### config.mk
export PLATFORM = sky130hd
export DESIGN_NAME = msc_top
export DESIGN_NICKNAME = d
export VERILOG_FILES = /design/src/logic/msc_pkg.sv /design/src/logic/msc_dec_if.sv /design/src/logic/msc_decim.sv /design/src/logic/msc_top.sv
export SDC_FILE = /design/constraint.sdc
export NUM_CORES = 1
export LEC_CHECK = 0
export ABC_CLOCK_PERIOD_IN_PS = 9300
export BUFFER_PORTS_ARGS = -buffer_cell sky130_fd_sc_hd__buf_2
export CAP_MARGIN = 20
export CELL_PAD_IN_SITES_DETAIL_PLACEMENT = 1
export CELL_PAD_IN_SITES_GLOBAL_PLACEMENT = 1
export CORE_UTILIZATION = 46
export CTS_CLUSTER_DIAMETER = 40
export DETAILED_ROUTE_END_ITERATION = 6
export GPL_TIMING_DRIVEN = 0
export PLACE_DENSITY_LB_ADDON = 0.08
export SETUP_SLACK_MARGIN = 0.15
export SYNTH_ARGS = -nofsm -noshare
export SYNTH_HDL_FRONTEND = slang
export SYNTH_SLANG_ARGS = --single-unit
### constraint.sdc
create_clock -name aclk -period 9.3 [get_ports aclk]
set_clock_uncertainty 0.1 [all_clocks]
set_input_delay 1.395 -clock aclk [delete_from_list [all_inputs] [get_ports aclk]]
set_output_delay 1.395 -clock aclk [all_outputs]
set_load 0.1 [all_outputs]
### src/logic/msc_pkg.sv
// Shared constants for the motion, sleep and self-test control block.
package msc_pkg;
  // Register word indexes; the byte address is four times the index.
  localparam logic [5:0] IDX_RATE_POWER = 6'h2c;
  localparam logic [5:0] IDX_INT_SOURCE = 6'h30;
  localparam logic [5:0] IDX_FORMAT     = 6'h31;
  localparam logic [5:0] IDX_DATA_FIRST = 6'h32;
  localparam logic [5:0] IDX_DATA_LAST  = 6'h37;
  localparam logic [5:0] IDX_ACT_THR    = 6'h3a;
  localparam logic [5:0] IDX_INACT_THR  = 6'h3b;
  localparam logic [5:0] IDX_INACT_TIME = 6'h3c;
  localparam logic [5:0] IDX_POWER_CTL  = 6'h3d;
  // Field positions.
  localparam int RATE_LSB      = 0;
  localparam int LOW_POWER_BIT = 4;
  localparam int RANGE_LSB     = 0;
  localparam int SCALE_BIT     = 3;
  localparam int FORCE_BIT     = 7;
  localparam int SLEEP_BIT     = 2;
  localparam int AUTOSLEEP_BIT = 4;
  localparam int LINK_BIT      = 5;
  localparam int SRC_DREADY    = 7;
  localparam int SRC_ACT       = 4;
  localparam int SRC_INACT     = 3;
  localparam int SRC_OVERRUN   = 0;
  // Reset values.
  localparam logic [7:0] RATE_POWER_RST = 8'h0a;
  localparam logic [7:0] FORMAT_RST     = 8'h00;
  localparam logic [7:0] POWER_CTL_RST  = 8'h00;
  localparam logic [7:0] THR_RST        = 8'h00;
  // Rate code of the undecimated internal sampling frequency.
  localparam logic [3:0] RATE_FULL      = 4'hf;
  // Decimation used while asleep, as a power of two.
  localparam logic [3:0] SLEEP_LOG2     = 4'hc;
  // Bus responses.
  localparam logic [1:0] RESP_OKAY      = 2'b00;
  localparam logic [1:0] RESP_SLVERR    = 2'b10;
  // Detection watch states, one-hot.
  typedef enum logic [1:0] {
    MSC_WATCH_INACT = 2'b01,
    MSC_WATCH_ACT   = 2'b10
  } msc_watch_t;
endpackage

### src/logic/msc_dec_if.sv
// Link between the control core and its decimator.
`timescale 1ns/10ps
interface msc_dec_if;
  logic       sample_in;
  logic [3:0] log2_ratio;
  logic       tick;
  modport decim (input sample_in, input log2_ratio, output tick);
  modport user  (output sample_in, output log2_ratio, input tick);
endinterface

### src/logic/msc_decim.sv
// Decimator that derives every output rate from the common sample rate.
`timescale 1ns/10ps
module msc_decim #(
  parameter int CNT_W = 15
) (
  // Clock and reset.
  input wire logic aclk,
  input wire logic aresetn,
  // Control side.
  msc_dec_if.decim dec
);
  logic [CNT_W-1:0] cnt_reg;
  logic [CNT_W-1:0] mask;

  // Low bits of the counter that must all be set for an output tick.
  assign mask = CNT_W'((32'h1 << dec.log2_ratio) - 32'h1);

  always_ff @(posedge aclk) begin
    if (!aresetn) begin
      cnt_reg <= '0;
    end else if (dec.sample_in) begin
      cnt_reg <= cnt_reg + 1'b1;
    end
  end

  // A rate change takes effect at the next aligned count, even mid-gap.
  assign dec.tick = dec.sample_in && ((cnt_reg & mask) == mask);
endmodule

### src/logic/msc_top.sv
// Motion-driven sleep control, sample rate decimation and self-test force.
// Operation
// - Lower output rates come from decimating one shared sampling rate.
// - Activity is judged on undecimated samples, not on output words.
// - With link set, activity is sought only after inactivity, alternating.
// - No autosleep while an activity flag stays uncleared.
// - Inactivity with sleep, autosleep, link: low rate, swap to activity watch.
// - Activity while asleep restores rate, flags it, swaps to inactivity.
// - Low power mode and sleep both keep the sample-available flag working.
// - Source read clears activity flags; data read clears sample flags.
// - Force bit applies test force to the sensor; clearing removes it.
`timescale 1ns/10ps
module msc_top (
  // Clock and reset.
  input  wire logic        aclk,
  input  wire logic        aresetn,
  // AXI4-Lite write channels.
  input  wire logic [7:0]  awaddr,
  input  wire logic        awvalid,
  output logic             awready,
  input  wire logic [31:0] wdata,
  input  wire logic [3:0]  wstrb,
  input  wire logic        wvalid,
  output logic             wready,
  output logic [1:0]       bresp,
  output logic             bvalid,
  input  wire logic        bready,
  // AXI4-Lite read channels.
  input  wire logic [7:0]  araddr,
  input  wire logic        arvalid,
  output logic             arready,
  output logic [31:0]      rdata,
  output logic [1:0]       rresp,
  output logic             rvalid,
  input  wire logic        rready,
  // Undecimated sensor samples.
  input  wire logic        sample_valid,
  input  wire logic [15:0] sample_x,
  input  wire logic [15:0] sample_y,
  input  wire logic [15:0] sample_z,
  // Sensor control.
  output logic             test_force,
  output logic             low_power,
  output logic             sleep_active
);
  msc_dec_if dec ();

  logic [7:0]  rate_power_reg, format_reg, power_ctl_reg;
  logic [7:0]  act_thr_reg, inact_thr_reg, inact_time_reg;
  logic [15:0] data_x_reg, data_y_reg, data_z_reg;
  logic        aw_rdy_reg, ar_rdy_reg, bvalid_reg, rvalid_reg;
  logic [1:0]  bresp_reg, rresp_reg;
  logic [31:0] rdata_reg;
  logic        dready_flag, overrun_flag, act_flag, inact_flag;
  logic        sleep_reg, force_reg;
  logic [8:0]  quiet_cnt_reg;
  msc_pkg::msc_watch_t watch_reg;
  logic [5:0]  widx, ridx;
  logic        wr_fire, rd_fire, src_read, data_read, wr_hit, rd_hit;
  logic        link, autosleep, sleep_en, act_en, inact_en;
  logic        act_hit, quiet, act_evt, inact_evt, go_sleep;
  logic [15:0] act_lvl, inact_lvl;
  logic [7:0]  rd_byte;

  function automatic logic [15:0] mag(input logic [15:0] v);
    mag = v[15] ? 16'(~v + 16'h1) : v;
  endfunction

  // Bus decode; a write is taken in the cycle its ready pair is high.
  assign widx      = awaddr[7:2];
  assign ridx      = araddr[7:2];
  assign wr_fire   = aw_rdy_reg;
  assign rd_fire   = ar_rdy_reg;
  assign src_read  = rd_fire && ridx == msc_pkg::IDX_INT_SOURCE;
  assign data_read = rd_fire && ridx >= msc_pkg::IDX_DATA_FIRST
                     && ridx <= msc_pkg::IDX_DATA_LAST;
  assign wr_hit = widx == msc_pkg::IDX_RATE_POWER
               || widx == msc_pkg::IDX_FORMAT
               || (widx >= msc_pkg::IDX_ACT_THR
                   && widx <= msc_pkg::IDX_POWER_CTL);
  // A read is judged on its own address only, never on the write address.
  assign rd_hit = ridx == msc_pkg::IDX_INT_SOURCE
               || (ridx >= msc_pkg::IDX_DATA_FIRST
                   && ridx <= msc_pkg::IDX_DATA_LAST)
               || ridx == msc_pkg::IDX_RATE_POWER
               || ridx == msc_pkg::IDX_FORMAT
               || (ridx >= msc_pkg::IDX_ACT_THR
                   && ridx <= msc_pkg::IDX_POWER_CTL);

  // Write handshake: both readys rise together once address and data wait.
  always_ff @(posedge aclk) begin
    if (!aresetn) begin
      aw_rdy_reg <= 1'b0;
      bvalid_reg <= 1'b0;
      bresp_reg  <= msc_pkg::RESP_OKAY;
    end else begin
      aw_rdy_reg <= awvalid && wvalid && !aw_rdy_reg && !bvalid_reg;
      if (wr_fire) begin
        bvalid_reg <= 1'b1;
        bresp_reg  <= wr_hit ? msc_pkg::RESP_OKAY : msc_pkg::RESP_SLVERR;
      end else if (bready) begin
        bvalid_reg <= 1'b0;
      end
    end
  end

  // Writable registers; only byte lane 0 carries data.
  always_ff @(posedge aclk) begin
    if (!aresetn) begin
      rate_power_reg <= msc_pkg::RATE_POWER_RST;
      format_reg     <= msc_pkg::FORMAT_RST;
      power_ctl_reg  <= msc_pkg::POWER_CTL_RST;
      act_thr_reg    <= msc_pkg::THR_RST;
      inact_thr_reg  <= msc_pkg::THR_RST;
      inact_time_reg <= msc_pkg::THR_RST;
    end else if (wr_fire && wstrb[0]) begin
      case (widx)
        msc_pkg::IDX_RATE_POWER: rate_power_reg <= wdata[7:0];
        msc_pkg::IDX_FORMAT:     format_reg     <= wdata[7:0];
        msc_pkg::IDX_POWER_CTL:  power_ctl_reg  <= wdata[7:0];
        msc_pkg::IDX_ACT_THR:    act_thr_reg    <= wdata[7:0];
        msc_pkg::IDX_INACT_THR:  inact_thr_reg  <= wdata[7:0];
        msc_pkg::IDX_INACT_TIME: inact_time_reg <= wdata[7:0];
        default: ;
      endcase
    end
  end

  // Read data mux; unmapped words read as zero.
  always_comb begin
    case (ridx)
      msc_pkg::IDX_RATE_POWER: rd_byte = rate_power_reg;
      msc_pkg::IDX_INT_SOURCE: rd_byte = {dready_flag, 2'b00, act_flag,
                                          inact_flag, 2'b00, overrun_flag};
      msc_pkg::IDX_FORMAT:     rd_byte = format_reg;
      6'h32:                   rd_byte = data_x_reg[7:0];
      6'h33:                   rd_byte = data_x_reg[15:8];
      6'h34:                   rd_byte = data_y_reg[7:0];
      6'h35:                   rd_byte = data_y_reg[15:8];
      6'h36:                   rd_byte = data_z_reg[7:0];
      6'h37:                   rd_byte = data_z_reg[15:8];
      msc_pkg::IDX_ACT_THR:    rd_byte = act_thr_reg;
      msc_pkg::IDX_INACT_THR:  rd_byte = inact_thr_reg;
      msc_pkg::IDX_INACT_TIME: rd_byte = inact_time_reg;
      msc_pkg::IDX_POWER_CTL:  rd_byte = power_ctl_reg;
      default:                 rd_byte = 8'h00;
    endcase
  end

  // Read handshake; data is captured when the address is taken.
  always_ff @(posedge aclk) begin
    if (!aresetn) begin
      ar_rdy_reg <= 1'b0;
      rvalid_reg <= 1'b0;
      rdata_reg  <= 32'h0000_0000;
      rresp_reg  <= msc_pkg::RESP_OKAY;
    end else begin
      ar_rdy_reg <= arvalid && !ar_rdy_reg && !rvalid_reg;
      if (rd_fire) begin
        rvalid_reg <= 1'b1;
        rdata_reg  <= {24'h00_0000, rd_byte};
        rresp_reg  <= rd_hit ? msc_pkg::RESP_OKAY : msc_pkg::RESP_SLVERR;
      end else if (rready) begin
        rvalid_reg <= 1'b0;
      end
    end
  end

  assign link      = power_ctl_reg[msc_pkg::LINK_BIT];
  assign autosleep = power_ctl_reg[msc_pkg::AUTOSLEEP_BIT];
  assign sleep_en  = power_ctl_reg[msc_pkg::SLEEP_BIT];

  assign dec.sample_in  = sample_valid;
  assign dec.log2_ratio = sleep_reg ? msc_pkg::SLEEP_LOG2
    : 4'(msc_pkg::RATE_FULL - rate_power_reg[msc_pkg::RATE_LSB +: 4]);

  msc_decim #(.CNT_W(15)) u_decim (
    .aclk    (aclk),
    .aresetn (aresetn),
    .dec     (dec)
  );

  assign act_lvl   = {4'h0, act_thr_reg, 4'h0};
  assign inact_lvl = {4'h0, inact_thr_reg, 4'h0};
  assign act_hit   = mag(sample_x) > act_lvl || mag(sample_y) > act_lvl
                     || mag(sample_z) > act_lvl;
  assign quiet     = mag(sample_x) <= inact_lvl
                     && mag(sample_y) <= inact_lvl
                     && mag(sample_z) <= inact_lvl;
  assign act_en    = !link || watch_reg == msc_pkg::MSC_WATCH_ACT;
  assign inact_en  = !link || watch_reg == msc_pkg::MSC_WATCH_INACT;
  assign act_evt   = sample_valid && act_en && act_hit;
  assign inact_evt = sample_valid && inact_en && quiet
                     && quiet_cnt_reg == {1'b0, inact_time_reg};
  assign go_sleep  = inact_evt && link && autosleep && !act_flag;

  // Quiet run counter; it stops one past the limit so the event fires once.
  always_ff @(posedge aclk) begin
    if (!aresetn) begin
      quiet_cnt_reg <= 9'h000;
    end else if (!inact_en || (sample_valid && !quiet)) begin
      quiet_cnt_reg <= 9'h000;
    end else if (sample_valid && quiet_cnt_reg <= {1'b0, inact_time_reg}) begin
      quiet_cnt_reg <= quiet_cnt_reg + 9'h001;
    end
  end

  always_ff @(posedge aclk) begin
    if (!aresetn) begin
      watch_reg <= msc_pkg::MSC_WATCH_INACT;
    end else begin
      case (watch_reg)
        msc_pkg::MSC_WATCH_INACT: if (link && inact_evt) begin
          watch_reg <= msc_pkg::MSC_WATCH_ACT;
        end
        msc_pkg::MSC_WATCH_ACT: if (link && act_evt) begin
          watch_reg <= msc_pkg::MSC_WATCH_INACT;
        end
        default: watch_reg <= msc_pkg::MSC_WATCH_INACT;
      endcase
    end
  end

  // wake on activity
  // Sleep without autosleep is a fixed low-rate mode chosen by software.
  always_ff @(posedge aclk) begin
    if (!aresetn) begin
      sleep_reg <= 1'b0;
    end else if (!sleep_en) begin
      sleep_reg <= 1'b0;
    end else if (!autosleep) begin
      sleep_reg <= 1'b1;
    end else if (go_sleep) begin
      sleep_reg <= 1'b1;
    end else if (act_evt) begin
      sleep_reg <= 1'b0;
    end
  end

  always_ff @(posedge aclk) begin
    if (!aresetn) begin
      act_flag   <= 1'b0;
      inact_flag <= 1'b0;
    end else begin
      act_flag   <= act_evt || (act_flag && !src_read);
      inact_flag <= inact_evt || (inact_flag && !src_read);
    end
  end

  // sample flags in every mode
  // Overrun marks a fresh output word landing on one not yet read.
  always_ff @(posedge aclk) begin
    if (!aresetn) begin
      dready_flag  <= 1'b0;
      overrun_flag <= 1'b0;
      data_x_reg   <= 16'h0000;
      data_y_reg   <= 16'h0000;
      data_z_reg   <= 16'h0000;
    end else begin
      dready_flag  <= dec.tick || (dready_flag && !data_read);
      overrun_flag <= (dec.tick && dready_flag)
                      || (overrun_flag && !data_read);
      if (dec.tick) begin
        data_x_reg <= sample_x;
        data_y_reg <= sample_y;
        data_z_reg <= sample_z;
      end
    end
  end

  always_ff @(posedge aclk) begin
    if (!aresetn) begin
      force_reg <= 1'b0;
    end else begin
      force_reg <= format_reg[msc_pkg::FORCE_BIT];
    end
  end

  assign awready      = aw_rdy_reg;
  assign wready       = aw_rdy_reg;
  assign bvalid       = bvalid_reg;
  assign bresp        = bresp_reg;
  assign arready      = ar_rdy_reg;
  assign rvalid       = rvalid_reg;
  assign rdata        = rdata_reg;
  assign rresp        = rresp_reg;
  assign test_force   = force_reg;
  assign low_power    = rate_power_reg[msc_pkg::LOW_POWER_BIT];
  assign sleep_active = sleep_reg;
endmodule

==> results of run 1 <==
==> power by group through the flow <==
| stage | Sequential, mW | Combinational, mW | Clock, mW |
|---|---|---|---|
| global route | 0.615 | 0.265 | 0.735 |
| floorplan | 0.637 | 0.155 | 0 |
| detailed placement | 0.628 | 0.243 | 0 |
| global placement | 0.628 | 0.236 | 0 |
| finish | 0.614 | 0.248 | 0.705 |
| CTS | 0.614 | 0.245 | 0.709 |
==> routing by layer <==
| layer | vias up | track usage (%) | share of wire [%] |
|---|---|---|---|
| met3 | 85 | 5.470 | 5.4 |
| met2 | 309 | 56.32 | 47 |
| met5 | - | 0 | 0 |
| met1 | 4120 | 41.25 | 43 |
| met4 | 0 | 17.47 | 4.6 |
| li1 | 3958 | - | - |
==> cell type report <==
| class | instances | area (um2) |
|---|---|---|
| multi-input combinational | 794 | 5512 |
| tap | 234 | 292.8 |
| buffer | 69 | 367.9 |
| fill | 2293 | 8447 |
| timing repair buffer | 94 | 479.2 |
| inverter | 44 | 165.2 |
| clock buffer | 18 | 439.2 |
| clock inverter | 13 | 160.2 |
| sequential | 142 | 2843 |
==> cell usage after synthesis, types with 6 or more instances <==
cell type,number
nor3_1,29
nand4_1,22
or4_1,6
a222oi_1,9
nand2b_1,7
nor2_1,153
nand2_1,47
a31oi_1,11
nor2b_1,17
ha_1,62
o21ai_0,29
buf_2,6
mux2i_1,104
o31ai_1,12
a211oi_1,7
dfxtp_1,142
inv_1,44
or3_1,7
a21o_1,10
nor3b_1,6
xnor2_1,32
nand3_1,31
o211ai_1,12
clkbuf_1,34
a221oi_1,8
buf_4,27
a22oi_1,10
xor2_1,14
a21oi_1,39
==> path summary, 6_finish.rpt <==
check,startpoint,endpoint,slack (ns)
hold reg to reg,bvalid,awready,0.34
setup reg to reg,sleep_active,data_x_reg[9],5.19
setup / recovery,sample_y[1],quiet_cnt_reg[2],4.04
hold / removal,bvalid,awready,0.34
==> logic make-up after synthesis <==
logic type	after synthesis	synth area share, %
xor+xnor	46	4.582
simple gates	360	20.14
flops	142	32.33
mux	108	12.61
buf+inv	113	6.062
fa+ha+maj	62	8.823
compound gates	192	15.41
other cells	1	0.04265
==> worst register-to-register path, delay by kind of cell (launching register included) <==
family / cells / cell delay (ns)
buf+inv: 4 / 1.21
simple gates: 4 / 0.85
compound gates: 3 / 0.82
flops: 1 / 0.44
mux: 1 / 0.27
fa+ha+maj: 1 / 0.18
xor+xnor: 1 / 0.13
==> per-stage QoR <==
stage	power, mW	utilization (%)	instances	hold WS [ns]
floorplan	0.7921	-	1049	0.3487
global route	1.615	54.84	1408	0.3606
detailed placement	0.8713	51.64	1377	0.3359
finish	1.567	54.84	1408	0.3400
global placement	0.8639	51.48	1373	0.3322
CTS	1.568	54.84	1408	0.3456
==> results.cfg, run 1 <==
[cts]
cts_resized = 0
cts.clk_slew.worst_paths_ns = 0.06
clockBufferDepth = 2
cts_tree = yes
clock_sinks = 142
cts-root-buf = clkbuf_16
cts_setup_buffers = 0
htree_levels = 4
clk_latency_ns = 0.43
cts_inserted_buffers = 17
postCtsHoldBufs = 0

[setup_path]
worstPathMaxFanout = 9
crit_family = compound AO/OA/AOI/OAI gates
path_class = input pin to register
cp-start-kind = input pin
r2r_cells = 14
critPathMaxStageDelay_ns = 0.87
crit_arrival_ns = 5.50
cp.depth = 14
required_ns = 9.54
crit_chain = buf_2 -> inv_1 -> ha_1 -> nor3b_1 -> nand2_1 -> o21ai_0 -> xnor2_1 -> ha_1 -> a21oi_1 -> nand2_1 -> a211o_1 -> a22oi_1 -> a31oi_2 -> nor3_1
cp_slowest_cell = nor3b_1
cp-end-kind = register
worst-path-buf-inv = 2

[synth]
ys_types = 75
synth_cells = 1024
yosysTopAreaCell = dfxtp_1
async_reset_ff_share_pct = 0
synth.avg_cell_area_um2 = 8.586
synth_top_area_share_pct = 32.33
synthFlopType = dfxtp_1
synth.area.top_cells = dfxtp_1 32%, mux2i_1 12%, ha_1 8.8%
ys_seq_area_share_pct = 32.33
synth-edff-count = 0
netlist_area_um2 = 8792
synth-seq-cells = 142
ys.warnings.count = 0

[floorplan]
core_um2 = 18710
die_x_um = 140.3
rows = 50
pin_count = 152
die_y_um = 140.3
start_util_pct = 47.00
dieArea_um2 = 19670

[power]
pwr-share-comb_pct = 15.8
p_clk_share_pct = 45.0
p_leak_nw = 4.424
power_frac_seq_pct = 39.2
internal_power_mw = 1.112
switching_power_mw = 0.4555
irDropWorstVdd_mv = 0.1046
p_per_area_nw_per_um2 = 152.8
p_sw_share_pct = 29.06

[layout]
final_cell_mix = 153 x nor2_1, 142 x dfxtp_1, 104 x mux2i_1, 98 x buf_2, 62 x ha_1
design_area_um2 = 10260
antennaDiodeCount = 0
layout_commonest_cell = nor2_1
layout-drive-gt1-share_pct = 14.57
fin_nets = 1332
syn2layout_area_growth_pct = 16.68

[route]
drt_iter0_markers = 479
first_pass_iters = 5
via_per_inst = 6.017
wl_per_cell_um = 22.80
vias = 8472
drc = 0
ant_nets = 0
wl_um = 32100

[grt]
grt_start_max_net_pins = 17
first_global_vias = 8569
track_usage_pct = 33.50
grt_pass1_wl_um = 49360
antenna_found_initial = 0
grt_overflow = 0

[timing]
rsz0062_at_grt = false
post-route-period-util_pct = 56.57
setup_viol = 0
hold_viol_final = 0
fmax_mhz = 190.1
tightest_slew_ns = 1.124
min_period_ns = 5.261
slew_viol_final = 0
fin_setup_tns_ns = 0
worst_slack_ns = 4.039
slew-limit-headroom_pct = 24.51

[place]
place_ws_ns = 3.649
gp_congestion = 0.9689
place.detailed.hpwl_um = 24790
dpl_cell_area_um2 = 9659
port_buffers = 90

[outcome]
status = complete, no violations

[min_path]
min_path_type = register to register
hold_depth = 1

[flow_run]
drv_cap = 0
Power figures use the tool's default switching activity.
==> inputs of run 2 (changes only) <==
--- a/config.mk
+++ b/config.mk
@@ -5,12 +5,13 @@
 export SDC_FILE = /design/constraint.sdc
 export NUM_CORES = 1
 export LEC_CHECK = 0
-export ABC_CLOCK_PERIOD_IN_PS = 9300
+export ABC_AREA = 1
+export ABC_CLOCK_PERIOD_IN_PS = 4440
 export BUFFER_PORTS_ARGS = -buffer_cell sky130_fd_sc_hd__buf_2
 export CAP_MARGIN = 20
 export CELL_PAD_IN_SITES_DETAIL_PLACEMENT = 1
 export CELL_PAD_IN_SITES_GLOBAL_PLACEMENT = 1
-export CORE_UTILIZATION = 46
+export CORE_UTILIZATION = 37
 export CTS_CLUSTER_DIAMETER = 40
 export DETAILED_ROUTE_END_ITERATION = 6
 export GPL_TIMING_DRIVEN = 0
==> constraint.sdc (replaced) <==
create_clock -name aclk -period 4.44 [get_ports aclk]
set_clock_uncertainty 0.1 [all_clocks]
set_input_delay 0.666 -clock aclk [delete_from_list [all_inputs] [get_ports aclk]]
set_output_delay 0.666 -clock aclk [all_outputs]
set_load 0.1 [all_outputs]
==> run 2 against run 1 <==
Worst setup slack worse by 3.4 ns; hold slack worse by 0.015 ns; synthesized cell count rose by 44%; final cell count is 39% higher; critical path depth up 1; core utilization down 11 points; global-route usage down 6.3 points; first-iteration DRC count is 17% higher; sequential power is 110% higher; non-clock buffer count rose by 3; die area grew 34%; combinational power up 120%; largest cell class unchanged.
==> results.cfg, run 2 <==
[floorplan]
pin_count = 152
dieArea_um2 = 26420
rows = 58
start_util_pct = 37.76
core_um2 = 25250
die_x_um = 162.5
die_y_um = 162.5

[grt]
grt_pass1_wl_um = 55120
first_global_vias = 10020
grt_start_max_net_pins = 17
antenna_found_initial = 0
grt_overflow = 0
track_usage_pct = 27.18

[route]
via_per_inst = 5.204
drc = 0
first_pass_iters = 5
ant_nets = 0
wl_um = 35070
vias = 10170
drt_iter0_markers = 561
wl_per_cell_um = 17.95

[synth]
netlist_area_um2 = 9537
synth.area.top_cells = dfxtp_1 30%, nand2_1 12%, ha_1 8.1%
synthMostInstantiatedCell = nand2_1
synthFlopType = dfxtp_1
synth_cells = 1473
yosysTopAreaCell = dfxtp_1
ys_types = 43
synth_common_cells = 309 x nand2_1, 184 x inv_1, 177 x nor2_1
ys_seq_area_share_pct = 29.81
synth_top_area_share_pct = 29.81
synth-seq-cells = 142
synth-edff-count = 0
ys.warnings.count = 0
async_reset_ff_share_pct = 0
synth.avg_cell_area_um2 = 6.474

[cts]
clockBufferDepth = 2
clock_sinks = 142
cts_setup_buffers = 0
cts_resized = 0
cts_tree = yes
cts.clk_slew.worst_paths_ns = 0.06
clk_latency_ns = 0.43
cts-root-buf = clkbuf_16
postCtsHoldBufs = 0
htree_levels = 4
cts_inserted_buffers = 17

[layout]
fin_nets = 1781
syn2layout_area_growth_pct = 16.43
final_cell_mix = 309 x nand2_1, 184 x inv_1, 177 x nor2_1, 150 x a21oi_1, 142 x dfxtp_1
layout_commonest_cell = nand2_1
layout-drive-gt1-share_pct = 10.84
fillCellCount = 3418
antennaDiodeCount = 0
instances_no_fill = 1954

[timing]
slew-limit-headroom_pct = 25.20
slew_viol_final = 0
setup_viol = 0
fmax_mhz = 265.6
tightest_slew_ns = 1.113
rsz0062_at_grt = false
min_period_ns = 3.765
post-route-period-util_pct = 84.79
fin_setup_tns_ns = 0
holdWs_ns = 0.3245
hold_viol_final = 0

[min_path]
min_path_type = register to register
min_from = format_reg[7]

[place]
place_inst = 1922
port_buffers = 94
place.detailed.hpwl_um = 28560
gp_congestion = 0.9204

[outcome]
status = complete, no violations

[setup_path]
reg2reg_from = rate_power_reg[2]
startpoint = sample_z[2]
cp-end-kind = register
path_class = input pin to register
crit_arrival_ns = 4.01
required_ns = 4.69
worstPathMaxFanout = 9
cp-start-kind = input pin

[power]
power.total_mw = 3.284
p_leak_nw = 5.005
irDropWorstVdd_mv = 0.1613
p_per_area_nw_per_um2 = 295.8

[flow_run]
drv_cap = 0
run 2: cell types whose count changed after synthesis, moves of 10 or more:
cell and delta:
nand2_1 +262, inv_1 +140, a21oi_1 +111, mux2i_1 -104
nand3_1 +97, o21ai_0 +52, xnor2_1 -29, nor2_1 +24
nor2b_1 -17, xor2_1 +17, o31ai_1 -11, o2111ai_1 +10
run 2: report_power, final:
part           switching, mW  total, mW  internal (mW)
sequential           0.00676       1.29           1.28
combinational          0.392      0.547          0.155
clock                  0.613       1.45          0.838
run 2: worst paths after layout:
kind | end | slack, ns | cells past startpoint
worst max-delay path | quiet_cnt_reg[0] | 0.68 | 15
worst min-delay path | test_force | 0.32 | 2
worst max register to register | data_y_reg[12] | 1.29 | 17
worst min register to register | test_force | 0.32 | 2
run 2: final cells by class:
class	count	area [um2]	area share, %
Sequential cell	142	2843	25.60
Clock buffer	18	429.2	3.865
Inverter	187	701.9	6.322
Clock inverter	14	160.2	1.442
Buffer	72	416.7	3.753
Multi-Input combinational cell	1097	5669	51.06
Tap cell	330	412.9	3.719
Timing Repair Buffer	94	470.5	4.237
run 2: through the flow:
step	util (%)	cell area (um2)	setup slack, ns
floorplan	-	9630	1.308
global placement	41.63	10510	0.3534
detailed placement	41.63	10510	0.2829
CTS	43.97	11100	0.7050
global route	43.97	11100	0.2913
finish	43.97	11100	0.6752
run 2: metal layers:
| layer | up-vias | routed length [um] | track usage (%) |
|---|---|---|---|
| met2 | 227 | 16000 | 44.95 |
| li1 | 5105 | - | - |
| met4 | 0 | 1107 | 10.45 |
| met1 | 4772 | 16520 | 35.83 |
| met3 | 64 | 1447 | 3.514 |
| met5 | - | 0 | 0 |
run 2: critical path: stages:
cell	delay [ns]
buf_2	0.13
nor2_1	0.23
nand3_1	0.15
o21ai_0	0.37
xor2_1	0.41
ha_1	0.33
a21oi_1	0.13
nor2_1	0.06
a211oi_1	0.16
o21ai_0	0.12
nand2_1	0.09
nand3_1	0.10
nor2_1	0.47
o21ai_1	0.34
a21oi_1	0.25
run 2: cell families (layout without fill, tap and decap cells):
group	after synthesis	in the layout	synth area share, %
AND/OR/NAND/NOR	690	690	30.69
buffers and inverters	259	385	11.73
XOR/XNOR	34	34	3.123
AO/OA/AOI/OAI	285	285	16.48
flip-flops	142	142	29.81
other	1	26	0.03932
adder cells (fa/ha/maj)	62	62	8.134
